==> config.mk <==
export PLATFORM = sky130hd
export DESIGN_NAME = urb_rx_ctrl
export DESIGN_NICKNAME = d
export VERILOG_FILES = /design/src/logic/urb_pkg.sv /design/src/logic/urb_baud_gen.sv /design/src/logic/urb_rx_ctrl.sv
export SDC_FILE = /design/constraint.sdc
export NUM_CORES = 1
export LEC_CHECK = 0
export ABC_AREA = 1
export BUFFER_PORTS_ARGS = -buffer_cell sky130_fd_sc_hd__buf_2
export CAP_MARGIN = 20
export CORE_MARGIN = 2
export CORE_UTILIZATION = 40
export CTS_BUF_LIST = sky130_fd_sc_hd__clkbuf_2
export CTS_CLUSTER_DIAMETER = 150
export DETAILED_ROUTE_END_ITERATION = 7
export GPL_TIMING_DRIVEN = 1
export HOLD_SLACK_MARGIN = 0.03
export PLACE_DENSITY = 0.69
export SYNTH_ARGS = -nofsm -noshare
export SYNTH_HDL_FRONTEND = slang
export SYNTH_SLANG_ARGS = --single-unit
==> constraint.sdc <==
create_clock -name clk -period 6.35 [get_ports clk]
set_input_delay 0.3175 -clock clk [delete_from_list [all_inputs] [get_ports clk]]
set_output_delay 0.3175 -clock clk [all_outputs]
set_load 0.02 [all_outputs]
==> src/logic/urb_pkg.sv <==
package urb_pkg;

  // ---------------------------------------------------------------------
  // Register map (byte addresses on APB)
  // ---------------------------------------------------------------------
  localparam int          ADDR_W    = 8;
  localparam logic [7:0]  REG_RCS   = 8'h00; // receive_control_status
  localparam logic [7:0]  REG_TCS   = 8'h04; // transmit_control_status
  localparam logic [7:0]  REG_DIV   = 8'h08; // baud_divisor
  localparam logic [7:0]  REG_BUF   = 8'h0C; // receive_buffer
  localparam logic [7:0]  REG_IST   = 8'h10; // Interrupt status, W1C
  localparam logic [7:0]  REG_IMSK  = 8'h14; // Interrupt mask

  // ---------------------------------------------------------------------
  // Field positions and reset values
  // ---------------------------------------------------------------------
  localparam int          RCS_PORT_EN = 7;
  localparam int          RCS_NINE    = 6;
  localparam int          RCS_SINGLE  = 5;
  localparam int          RCS_CONT    = 4;
  localparam int          RCS_ADDR    = 3;
  localparam logic [7:0]  RCS_WMASK   = 8'hF8;
  localparam int          TCS_MASTER  = 7;
  localparam int          TCS_SYNC    = 4;
  localparam int          TCS_HIGH    = 2;
  localparam logic [7:0]  TCS_WMASK   = 8'h94;
  localparam logic [7:0]  RST_BYTE    = 8'h00;
  localparam logic [31:0] RST_WORD    = 32'h0000_0000;
  localparam logic [23:0] PAD_HI      = 24'h00_0000;

  // Interrupt status bits
  localparam int          IRQ_W       = 3;
  localparam int          IRQ_RX      = 0;
  localparam int          IRQ_FRAMING_ERROR_FLAG    = 1;
  localparam int          IRQ_OVERRUN_ERROR_FLAG    = 2;
  localparam logic [2:0]  IRQ_NONE    = 3'h0;

  // ---------------------------------------------------------------------
  // Baud generator prescale limits (timer periods per tick, minus one)
  // ---------------------------------------------------------------------
  localparam logic [1:0]  PRE_ASYNC_LOW  = 2'h3; // 4 x 16 = 64
  localparam logic [1:0]  PRE_ASYNC_HIGH = 2'h0; // 1 x 16 = 16
  localparam logic [1:0]  PRE_SYNC       = 2'h1; // 2 half periods = 4
  localparam logic [1:0]  PRE_ZERO       = 2'h0;

  // Receiver timing, in oversample ticks and in data bits
  localparam logic [3:0]  OS_VOTE   = 4'h9;
  localparam logic [3:0]  OS_LAST   = 4'hF;
  localparam logic [3:0]  CNT_ZERO  = 4'h0;
  localparam logic [3:0]  LAST_8BIT = 4'h7;
  localparam logic [3:0]  LAST_9BIT = 4'h8;

  typedef enum logic [2:0] {
    RX_IDLE,
    RX_START,
    RX_DATA,
    RX_STOP,
    RX_SYNC
  } urb_rx_state_t;

endpackage

==> src/logic/urb_baud_gen.sv <==
`timescale 1ns/1ps

module urb_baud_gen (
  input  wire logic       clk,
  input  wire logic       nrst,
  input  wire logic [7:0] divisor,
  input  wire logic       div_write,
  input  wire logic       sync_mode,
  input  wire logic       high_speed,
  output logic            os_tick,
  output logic            sync_half
);
  import urb_pkg::*;

  logic [7:0] timer;
  logic [1:0] pre;

  // ---------------------------------------------------------------------
  // Period selection
  // ---------------------------------------------------------------------
  // Sync mode looks at the divisor alone, so high speed is not consulted
  wire       wrap    = (timer == divisor);
  wire [1:0] pre_lim = sync_mode  ? PRE_SYNC :
                       high_speed ? PRE_ASYNC_HIGH : PRE_ASYNC_LOW;
  // Restart on >= so a mode change mid-count cannot overshoot, but tick
  // only on an exact match: a stale count gives one quiet restart
  wire       pre_end = (pre >= pre_lim);
  wire       tick    = wrap & (pre == pre_lim);

  assign os_tick   = tick & ~sync_mode;
  assign sync_half = tick & sync_mode;

  // ---------------------------------------------------------------------
  // Free running timer, restarted on a divisor write
  // ---------------------------------------------------------------------
  always_ff @(posedge clk) begin
    if (!nrst || div_write) begin
      timer <= RST_BYTE;
      pre   <= PRE_ZERO;
    end else if (wrap) begin
      timer <= RST_BYTE;
      pre   <= pre_end ? PRE_ZERO : pre + 2'h1;
    end else begin
      timer <= timer + 8'h01;
    end
  end

  a_timer_restart: assert property (@(posedge clk) disable iff (!nrst)
    div_write |=> (timer == RST_BYTE) && (pre == PRE_ZERO))
    else $error("timer not cleared after divisor write");
  a_tick_on_wrap: assert property (@(posedge clk) disable iff (!nrst)
    tick |=> timer == RST_BYTE || $past(div_write))
    else $error("timer did not restart after tick");
  a_sync_prescale: assert property (@(posedge clk) disable iff (!nrst)
    sync_half |-> pre == PRE_SYNC)
    else $error("sync half period not two timer periods");
  a_low_prescale: assert property (@(posedge clk) disable iff (!nrst)
    (os_tick && !high_speed) |-> pre == PRE_ASYNC_LOW)
    else $error("low speed tick not four timer periods");

endmodule

==> src/logic/urb_rx_ctrl.sv <==
`timescale 1ns/1ps

// Contract
// - An 8-bit free running timer, period set by the baud divisor, serves both modes.
// - In async mode the high speed select changes the rate as well as the divisor.
// - In sync mode the high speed select is ignored.
// - The divisor rate drives the clock only as sync master; a slave takes the clock from outside.
// - Writing the baud divisor clears the baud timer at once.
// - The receive pin is sampled three times per bit and the level taken by majority.
// - Rates are Fosc/(64(X+1)) async low, Fosc/(16(X+1)) async high, Fosc/(4(X+1)) sync.
module urb_rx_ctrl (
  input  wire logic                       clk,
  input  wire logic                       nrst,
  input  wire logic                       psel,
  input  wire logic                       penable,
  input  wire logic                       pwrite,
  input  wire logic [urb_pkg::ADDR_W-1:0] paddr,
  input  wire logic [31:0]                pwdata,
  output logic      [31:0]                prdata,
  output logic                            pready,
  output logic                            pslverr,
  output logic                            irq,
  input  wire logic                       rx_in,
  input  wire logic                       ck_in,
  output logic                            ck_out,
  output logic                            ck_oe
);
  import urb_pkg::*;

  function automatic logic hit(input logic [ADDR_W-1:0] a,
                               input logic [ADDR_W-1:0] off);
    hit = (a == off);
  endfunction

  function automatic logic majority(input logic [2:0] s);
    majority = (s[0] & s[1]) | (s[0] & s[2]) | (s[1] & s[2]);
  endfunction

  logic [7:0]        rcs_ctrl;
  logic [7:0]        tcs;
  logic [7:0]        divisor;
  logic [7:0]        buf_data;
  logic              buf_full;
  logic              framing_error_flag;
  logic              overrun_error_flag;
  logic              received_ninth_bit;
  logic [IRQ_W-1:0]  ist;
  logic [IRQ_W-1:0]  imsk;
  logic [2:0]        samp;
  logic [8:0]        shreg;
  logic [3:0]        os_cnt;
  logic [3:0]        bit_cnt;
  logic              ck_prev;
  urb_rx_state_t     state;
  logic              os_tick;
  logic              sync_half;

  // ---------------------------------------------------------------------
  // APB decode
  // ---------------------------------------------------------------------
  // One wait state: pready rises on the second access cycle
  wire acc     = psel & penable & ~pready;
  wire take    = psel & penable & pready;
  wire wr      = take & pwrite;
  wire rd      = take & ~pwrite;
  wire mapped  = hit(paddr, REG_RCS) | hit(paddr, REG_TCS) |
                 hit(paddr, REG_DIV) | hit(paddr, REG_BUF) |
                 hit(paddr, REG_IST) | hit(paddr, REG_IMSK);
  wire wr_rcs  = wr & hit(paddr, REG_RCS);
  wire wr_tcs  = wr & hit(paddr, REG_TCS);
  wire wr_div  = wr & hit(paddr, REG_DIV);
  wire wr_ist  = wr & hit(paddr, REG_IST);
  wire wr_imsk = wr & hit(paddr, REG_IMSK);
  wire buf_rd  = rd & hit(paddr, REG_BUF);

  // Control fields
  wire port_en   = rcs_ctrl[RCS_PORT_EN];
  wire nine_bit  = rcs_ctrl[RCS_NINE];
  wire single_en = rcs_ctrl[RCS_SINGLE];
  wire cont_en   = rcs_ctrl[RCS_CONT];
  wire addr_det  = rcs_ctrl[RCS_ADDR];
  wire master    = tcs[TCS_MASTER];
  wire sync_mode = tcs[TCS_SYNC];
  wire high_spd  = tcs[TCS_HIGH];

  // Read mux; status bits are read only
  wire [7:0] rcs_rd = {rcs_ctrl[RCS_PORT_EN:RCS_ADDR], framing_error_flag, overrun_error_flag, received_ninth_bit};
  wire [7:0] rd_val = hit(paddr, REG_RCS)  ? rcs_rd :
                      hit(paddr, REG_TCS)  ? tcs :
                      hit(paddr, REG_DIV)  ? divisor :
                      hit(paddr, REG_BUF)  ? buf_data :
                      hit(paddr, REG_IST)  ? {5'h00, ist} :
                      hit(paddr, REG_IMSK) ? {5'h00, imsk} : RST_BYTE;

  // ---------------------------------------------------------------------
  // Baud generator
  // ---------------------------------------------------------------------
  urb_baud_gen u_baud (
    .clk       (clk),
    .nrst      (nrst),
    .divisor   (divisor),
    .div_write (wr_div),
    .sync_mode (sync_mode),
    .high_speed(high_spd),
    .os_tick   (os_tick),
    .sync_half (sync_half)
  );

  // ---------------------------------------------------------------------
  // Receive datapath decode
  // ---------------------------------------------------------------------
  // Overrun halts the receiver until software clears continuous receive
  wire rx_en_async = port_en & cont_en & ~sync_mode & ~overrun_error_flag;
  wire rx_en_sync  = port_en & (cont_en | single_en) & sync_mode & ~overrun_error_flag;
  wire vote        = majority(samp);
  wire samp_en     = sync_mode | os_tick;
  wire [3:0] last  = nine_bit ? LAST_9BIT : LAST_8BIT;
  wire at_vote     = os_tick & (os_cnt == OS_VOTE);
  wire at_end      = os_tick & (os_cnt == OS_LAST);
  // Master falls on its own toggle; slave watches the external clock
  wire ck_fall     = master ? (sync_half & ck_out & rx_en_sync)
                            : (ck_prev & ~ck_in);

  wire [8:0] shift_in = {vote, shreg[8:1]};
  wire [8:0] word_src = (state == RX_SYNC) ? shift_in : shreg;
  wire [8:0] word     = nine_bit ? word_src : {1'b0, word_src[8:1]};
  wire done_async     = (state == RX_STOP) & at_vote;
  wire done_sync      = (state == RX_SYNC) & ck_fall & (bit_cnt == last);
  wire done           = done_async | done_sync;
  wire frame_bad      = done_async & ~vote;
  wire addr_drop      = addr_det & nine_bit & ~word[8] & ~sync_mode;
  wire overrun        = done & buf_full;
  wire accept         = done & ~buf_full & ~addr_drop;
  wire [IRQ_W-1:0] ev = {overrun, accept & frame_bad, accept};

  // ---------------------------------------------------------------------
  // APB answer
  // ---------------------------------------------------------------------
  always_ff @(posedge clk) begin
    if (!nrst) begin
      pready  <= 1'b0;
      pslverr <= 1'b0;
      prdata  <= RST_WORD;
    end else begin
      pready  <= acc;
      pslverr <= acc & ~mapped;
      prdata  <= acc ? {PAD_HI, rd_val} : prdata;
    end
  end

  // ---------------------------------------------------------------------
  // Software registers
  // ---------------------------------------------------------------------
  // Single receive self clears after one sync word unless continuous
  always_ff @(posedge clk) begin
    if (!nrst) begin
      rcs_ctrl <= RST_BYTE;
      tcs      <= RST_BYTE;
      divisor  <= RST_BYTE;
      imsk     <= IRQ_NONE;
    end else begin
      if (wr_rcs)
        rcs_ctrl <= pwdata[7:0] & RCS_WMASK;
      else if (done_sync && !cont_en)
        rcs_ctrl[RCS_SINGLE] <= 1'b0;
      if (wr_tcs)
        tcs <= pwdata[7:0] & TCS_WMASK;
      if (wr_div)
        divisor <= pwdata[7:0];
      if (wr_imsk)
        imsk <= pwdata[IRQ_W-1:0];
    end
  end

  // ---------------------------------------------------------------------
  // Receive buffer, error flags, interrupt
  // ---------------------------------------------------------------------
  // Hardware sets win over a clear in the same cycle
  always_ff @(posedge clk) begin
    if (!nrst) begin
      buf_data <= RST_BYTE;
      buf_full <= 1'b0;
      framing_error_flag     <= 1'b0;
      overrun_error_flag     <= 1'b0;
      received_ninth_bit     <= 1'b0;
      ist      <= IRQ_NONE;
      irq      <= 1'b0;
    end else begin
      if (accept) begin
        buf_data <= word[7:0];
        received_ninth_bit     <= word[8];
        framing_error_flag     <= frame_bad;
      end
      buf_full <= accept | (buf_full & ~buf_rd);
      overrun_error_flag     <= overrun |
                  (overrun_error_flag & ~(wr_rcs & ~pwdata[RCS_CONT]));
      ist      <= ev | (ist & ~({IRQ_W{wr_ist}} & pwdata[IRQ_W-1:0]));
      irq      <= |(ist & imsk);
    end
  end

  // ---------------------------------------------------------------------
  // Pin sampling and sync clock
  // ---------------------------------------------------------------------
  // Async takes three successive oversample ticks around mid bit
  always_ff @(posedge clk) begin
    if (!nrst) begin
      samp    <= 3'h7;
      ck_prev <= 1'b0;
      ck_out  <= 1'b0;
      ck_oe   <= 1'b0;
    end else begin
      if (samp_en)
        samp <= {samp[1:0], rx_in};
      ck_prev <= ck_in;
      if (master && rx_en_sync && sync_half)
        ck_out <= ~ck_out;
      else if (!(master && rx_en_sync))
        ck_out <= 1'b0;
      ck_oe <= port_en & sync_mode & master;
    end
  end

  // ---------------------------------------------------------------------
  // Receive sequencer
  // ---------------------------------------------------------------------
  always_ff @(posedge clk) begin
    if (!nrst) begin
      state   <= RX_IDLE;
      os_cnt  <= CNT_ZERO;
      bit_cnt <= CNT_ZERO;
      shreg   <= 9'h000;
    end else begin
      if (os_tick)
        os_cnt <= os_cnt + 4'h1;
      unique case (state)
        RX_IDLE: begin
          os_cnt  <= CNT_ZERO;
          bit_cnt <= CNT_ZERO;
          if (rx_en_sync)
            state <= RX_SYNC;
          else if (rx_en_async && os_tick && !rx_in)
            state <= RX_START;
        end
        RX_START: begin
          if (!rx_en_async || (at_vote && vote))
            state <= RX_IDLE;  // False start is dropped
          else if (at_end)
            state <= RX_DATA;
        end
        RX_DATA: begin
          if (!rx_en_async)
            state <= RX_IDLE;
          else if (at_vote)
            shreg <= shift_in;
          else if (at_end) begin
            bit_cnt <= bit_cnt + 4'h1;
            if (bit_cnt == last)
              state <= RX_STOP;
          end
        end
        RX_STOP: begin
          if (!rx_en_async || at_vote)
            state <= RX_IDLE;
        end
        RX_SYNC: begin
          // Continuous enable keeps this state across words
          if (!rx_en_sync)
            state <= RX_IDLE;
          else if (ck_fall) begin
            shreg   <= shift_in;
            bit_cnt <= (bit_cnt == last) ? CNT_ZERO : bit_cnt + 4'h1;
          end
        end
      endcase
    end
  end

  a_vote_shift: assert property (@(posedge clk) disable iff (!nrst)
    (state == RX_DATA && rx_en_async && at_vote) |=> shreg[8] == $past(vote))
    else $error("data bit not taken from majority vote");
  a_overrun_error_flag_clear: assert property (@(posedge clk) disable iff (!nrst)
    (wr_rcs && !pwdata[RCS_CONT] && !overrun) |=> !overrun_error_flag)
    else $error("overrun not cleared with continuous receive");
  a_slave_no_drive: assert property (@(posedge clk) disable iff (!nrst)
    (!master || !sync_mode) |=> !ck_oe && !ck_out)
    else $error("clock pin driven while not sync master");
  a_cont_keeps: assert property (@(posedge clk) disable iff (!nrst)
    (done_sync && cont_en && !wr_rcs) |=> rcs_ctrl[RCS_SINGLE] ==
      $past(rcs_ctrl[RCS_SINGLE]))
    else $error("single enable changed under continuous receive");
  a_irq_level: assert property (@(posedge clk) disable iff (!nrst)
    ##1 irq == |($past(ist) & $past(imsk)))
    else $error("interrupt not following masked status");

endmodule

# Yosys cells after proc, flatten, opt, wreduce, memory -nomap -nowiden
# Index checks and enable logic that the tools add are counted.
# word_totals
mem_bits_ro	0
regBits	81
mem_bits_rw	0
n_memories	0
output_inout_bits	37
word_cells	199
latch_bits	0
input_bits	47
# classes
shifts	0
eq_ne	28
n_reduce_logical	24
bitwise_logic	77
magnitude_cmp	1
addsub	4
n_div	0
mux	40
mul	0
# ops
operator	count
two-way mux 9 bit	6
bitwise AND 1 bit	45
two-way mux 3 bit	12
two-way mux 8 bit	4
two-way mux 4 bit	7
case mux 9 bit (2 select lines)	1
== test 8 x 4 -> 1 bit (second input constant)	2
== test 8 x 5 -> 1 bit (second input constant)	2
inequality test 3 bit (second input constant)	5
NOT 1 bit	15
case mux 3 bit (5 select lines)	1
inequality test 2 bit (second input constant)	7
bitwise OR 1 bit	12
case mux 4 bit (3 select lines)	1
bitwise AND 3 bit	3
adder 4 x 1 -> 4 bit (second input constant)	2
adder 8 x 1 -> 8 bit (second input constant)	1
== test 4 bit (second input constant)	2
== test 8 x 3 -> 1 bit (second input constant)	1
== test 8 bit	1
logical NOT 8 bit	1
AND reduction 7 bit	1
== test 3 x 2 -> 1 bit (second input constant)	2
logical AND 1 bit	6
other kinds (20)	34

# Logic depth before layout (Yosys ltp)
# depth
depth_word	15
ltp_mapped	16
ltp_nobuf	16

# Modules after synthesis
# A second synthesis with hierarchy kept.
# unflattened
hier_cells	692
area_unflattened_um2	4548.1
# by_module_without_submodules
mod	area_each_um2	seq_area_each_um2	cells_per_inst	n_inst
urb_rx_ctrl	3818.7	1421.4	573	1
urb_baud_gen	729.4	200.2	119	1

# Worst setup path before layout
# OpenSTA, ideal clock, no wires.
# synth_path
path_type	register -> register
start	register tcs[4]
end	register bit_cnt[0]
setup_time_ns	0.119
setup_slack_ns	4.312
stages_incl_launch_ff	12
path_buffers	0
arrival_time_ns	1.918
required_ns	6.231
period_less_slack_ns	2.038
path_cell_list	dfxtp_1 -> or2_2 -> ha_1 -> nand2_1 -> inv_1 -> nand3_2 -> nor2_2 -> nand2_1 -> a21oi_4 -> nand2_1 -> o21ai_0 -> a21oi_1
# synth_via
elab_chain_len	9
elab_cells_between_ends	21
cone_classes	eq/ne (6); mux (2); bitwise (12); reduce/logical (1)
# synth_rtl
item	line_no	source
start, declared	urb_rx_ctrl.sv:40	logic [7:0] tcs;
start signal, assigned	urb_rx_ctrl.sv:167	tcs <= pwdata[7:0] & TCS_WMASK;
two-way mux 2 bit	urb_baud_gen.sv:23	wire [1:0] pre_lim = sync_mode ? PRE_SYNC :
== test 2 bit	urb_baud_gen.sv:28	wire tick = wrap & (pre == pre_lim);
bitwise AND 1 bit	urb_baud_gen.sv:28	
bitwise AND 1 bit	urb_baud_gen.sv:31	assign sync_half = tick & sync_mode;
bitwise AND 1 bit (2 in a row)	urb_rx_ctrl.sv:121	wire ck_fall = master ? (sync_half & ck_out & rx_en_sync)
two-way mux 1 bit	urb_rx_ctrl.sv:121	
inequality test 2 bit (no line)	-	
AND reduction 6 bit (no line) *	-	
end signal, assigned	urb_rx_ctrl.sv:257	bit_cnt <= bit_cnt + 4'h1;
end signal, assigned	urb_rx_ctrl.sv:272	bit_cnt <= (bit_cnt == last) ? CNT_ZERO : bit_cnt + 4'h1;
end, declared	urb_rx_ctrl.sv:52	logic [3:0] bit_cnt;
# Mark *: on every way between the ends. The rest lies on a longest branch, timed or not.
# A chain may end at the register's enable or synchronous reset.

# Final worst setup path
# Ends and elaborated chain as after synthesis.

==> qor.yml <==
synthesis:
  yosysMostFrequentCell: "nand2_1"
  synthesis.area_mm2: 0.00441
  synthCells: 666
  synth-seq-cells: 81
  ys_top_cells_by_area: "dfxtp_1 37%, nand2_1 14%, inv_1 7.9%, nor2_1 7.2%, o21ai_0 5.8%"
  netlist.area_leader.share_pct: 36.8
  ys_seq_area_share_pct: 36.8
  synth_edf_count: 0
  synth-main-ff-cell: "dfxtp_1"
  async_reset_ff_share_pct: 0
  synthTopCellsByCount: "163 x nand2_1, 93 x inv_1, 85 x nor2_1"
  synth_cell_types: 43
  avgSynthCellArea_um2: 6.62
  synth.largest_area_cell: "dfxtp_1"
  yosysWarnings: 0
clocking:
  cts_tree: "yes"
  htreeDepth: 3
  worstSkewPairLatency_ns: 0.51
  post_cts_resized: 0
  cts.sinks: 81
  cts-root-to-sink-buffers: 2
  cts_setup_buffers: 0
  postCtsHoldBufs: 4
  cts_root_buf: "clkbuf_2"
  cts_buffers: 9
  clk_pin_slew_ns: 0.22
timing:
  max_freq_mhz: 406
  finalHoldViolCount: 0
  setup_slack_ns: 3.89
  rsz0062_at_grt: "false"
  slew_headroom_pct: 49.8
  hold_ws_ns: 0.115
  clock_skew_ns: 0.0254
  fin_crit_sh_pct: 38.8
  max_slew.worst_pin.slew_ns: 0.751
  finalSetupTns_ns: 0
  drv_slew: 0
  finalSetupViolations: 0
  min_period_ns: 2.46
floorplanning:
  coreArea_mm2: 0.0108
  die_w_um: 109
  initial_core_util_pct: 40.9
  die_area_mm2: 0.0119
  die_h_um: 109
  ioPinCount: 84
  rows: 38
power_and_ir_drop:
  p_leak_nw: 2.19
  power_density_mw_per_mm2: 237
  vdd_drop_max_uv: 146
  p_total_mw: 1.12
place:
  place_area_mm2: 0.00460
  dp_slack_ns: 3.92
  port_buffers: 35
  hpwl_um: 7880
  place_inst: 828
  place.gp.congestion: 0.910
route:
  routed_wl_um: 10300
  ant_nets: 0
  drc: 0
  drt-wirelength-per-cell_um: 12.2
  route.vias.total: 4156
  via_per_inst: 4.91
  dr.pass1.iters: 5
  drt_iter0_markers: 271
status:
  status: "completed"
hold_path:
  hold_end: "imsk[0]$_SDFFE_PN0P_"
  worstHoldPathCells: 3
  min_from: "pwdata[0]"
  holdCritPathClass: "in2reg"
cells_and_area:
  finalNonFillerCells: 847
  n_antenna_cell: 0
  areaGrowthSynthToFinish_pct: 7.52
  nFillCells: 1149
  final_area_mm2: 0.00474
  final_layout_size_suffix_gt1_share_pct: 9.62
  nets: 756
  multi_input_area_mm2: 0.00227
  regArea_mm2: 0.00162
  fin_util_pct: 43.9
grt:
  overflow: 0
  grt_first_pass_wirelength_um: 17000
  first_global_vias: 3683
  grt_max_degree: 56
  grt_use_total_pct: 18.1
  antenna_found_initial: 0
critical_path:
  worst_setup_path_end_kind: "register"
  r2r_slack_ns: 3.89
  r2r_end: "bit_cnt[0]$_SDFFE_PN0P_"
  worstRegToRegCells: 11
  r2r-start: "tcs[4]$_SDFFE_PN0P_"
  crit_arrival_ns: 2.89
  critPathKind: "reg2reg"
  cp-start-kind: "register"
  worst-path-max-fanout: 7
  cp.required_ns: 6.78
flow_run:
  max_cap_viol_count: 0
[layout by cell type, fill, tap and decap left out, types with 2 or more instances in the layout]
master	instances
nand2_1	163
inv_1	93
nor2_1	85
dfxtp_1	81
o21ai_0	51
a21oi_1	46
buf_2	35
nand3_1	30
conb_1	24
clkbuf_2	10
nor3_1	9
nand4_1	7
ha_1	6
xor2_1	5
or2_2	4
nor3b_1	4
dlygate4sd3_1	4
nor2_2	3
nor4_1	3
o22ai_1	3
a211oi_1	3
nand2_2	2
o21ai_1	2
xnor2_1	2
nand3_2	2
o21bai_1	2
nand3b_1	2
nand4_2	2
o211ai_1	2
a31oi_1	2
o311ai_0	2
a21o_1	2
clkinv_1	2
clkinv_2	2
[worst max path at each step]
stage                              startpoint                         endpoint
final                     tcs[4]$_SDFFE_PN0P_          bit_cnt[0]$_SDFFE_PN0P_
after global routing      tcs[4]$_SDFFE_PN0P_  received_ninth_bit$_SDFFE_PN0P_
after CTS                 tcs[4]$_SDFFE_PN0P_          bit_cnt[0]$_SDFFE_PN0P_
after detailed placement  tcs[4]$_SDFFE_PN0P_          bit_cnt[0]$_SDFFE_PN0P_
after global placement    tcs[4]$_SDFFE_PN0P_          bit_cnt[0]$_SDFFE_PN0P_
after floorplan           tcs[4]$_SDFFE_PN0P_          bit_cnt[0]$_SDFFE_PN0P_
[sequential cells by signal, indices dropped and copies added (netlist names), 2 cells and up]
name          flops
imsk              3
ist               3
rcs_ctrl          5
buf_data          8
samp              3
os_cnt            4
bit_cnt           4
prdata            8
divisor           8
state             3
tcs               3
u_baud.timer      8
shreg             9
u_baud.pre        2
[per-layer routing]
| metal | GRT usage (%) | vias to the layer above | share of wire (%) |
|---|---|---|---|
| met5 | 0 | - | 0 |
| met3 | 4.36 | 15 | 4.5 |
| met1 | 23.2 | 1885 | 46 |
| met4 | 5.68 | 0 | 1.4 |
| li1 | - | 2156 | - |
| met2 | 30.1 | 100 | 48 |
[where the power goes]
group	leakage, nW	internal (mW)	switching [mW]
logic	1.47	0.0989	0.199
registers	0.656	0.544	0.0255
clock network	0.0666	0.0869	0.169
total	2.19	0.730	0.394
[critical path: stages (launching register included)]
cell     delay [ns]
dfxtp_1        0.42
or2_2          0.30
ha_1           0.29
nand2_1        0.05
inv_1          0.14
nand3_2        0.15
nor2_2         0.27
nand2_1        0.17
a21oi_4        0.20
nand2_1        0.14
o21ai_0        0.20
a21oi_1        0.06
[kinds of logic (layout without fill, tap and decap cells)]
kind of cell | count (synthesis) | count (layout) | synth area share (%)
and+or+nand+nor | 319 | 319 | 31.1
buffers and inverters | 131 | 149 | 13.7
AOI/OAI and AO/OA | 120 | 120 | 15.0
DFF | 81 | 81 | 36.8
xor gates and xnor gates | 7 | 7 | 1.39
adders and majority gates | 6 | 6 | 1.70
other | 1 | 24 | 0.0850
muxes | 1 | 1 | 0.227
[layout make-up]
class | instances | share of cell area (%)
Sequential cell | 81 | 34.2
Clock inverter | 5 | 1.00
Multi-Input combinational cell | 477 | 47.9
Inverter | 94 | 7.44
Clock buffer | 10 | 1.06
Timing Repair Buffer | 40 | 4.70
Tap cell | 140 | 3.69
Power figures use the tool's default switching activity.
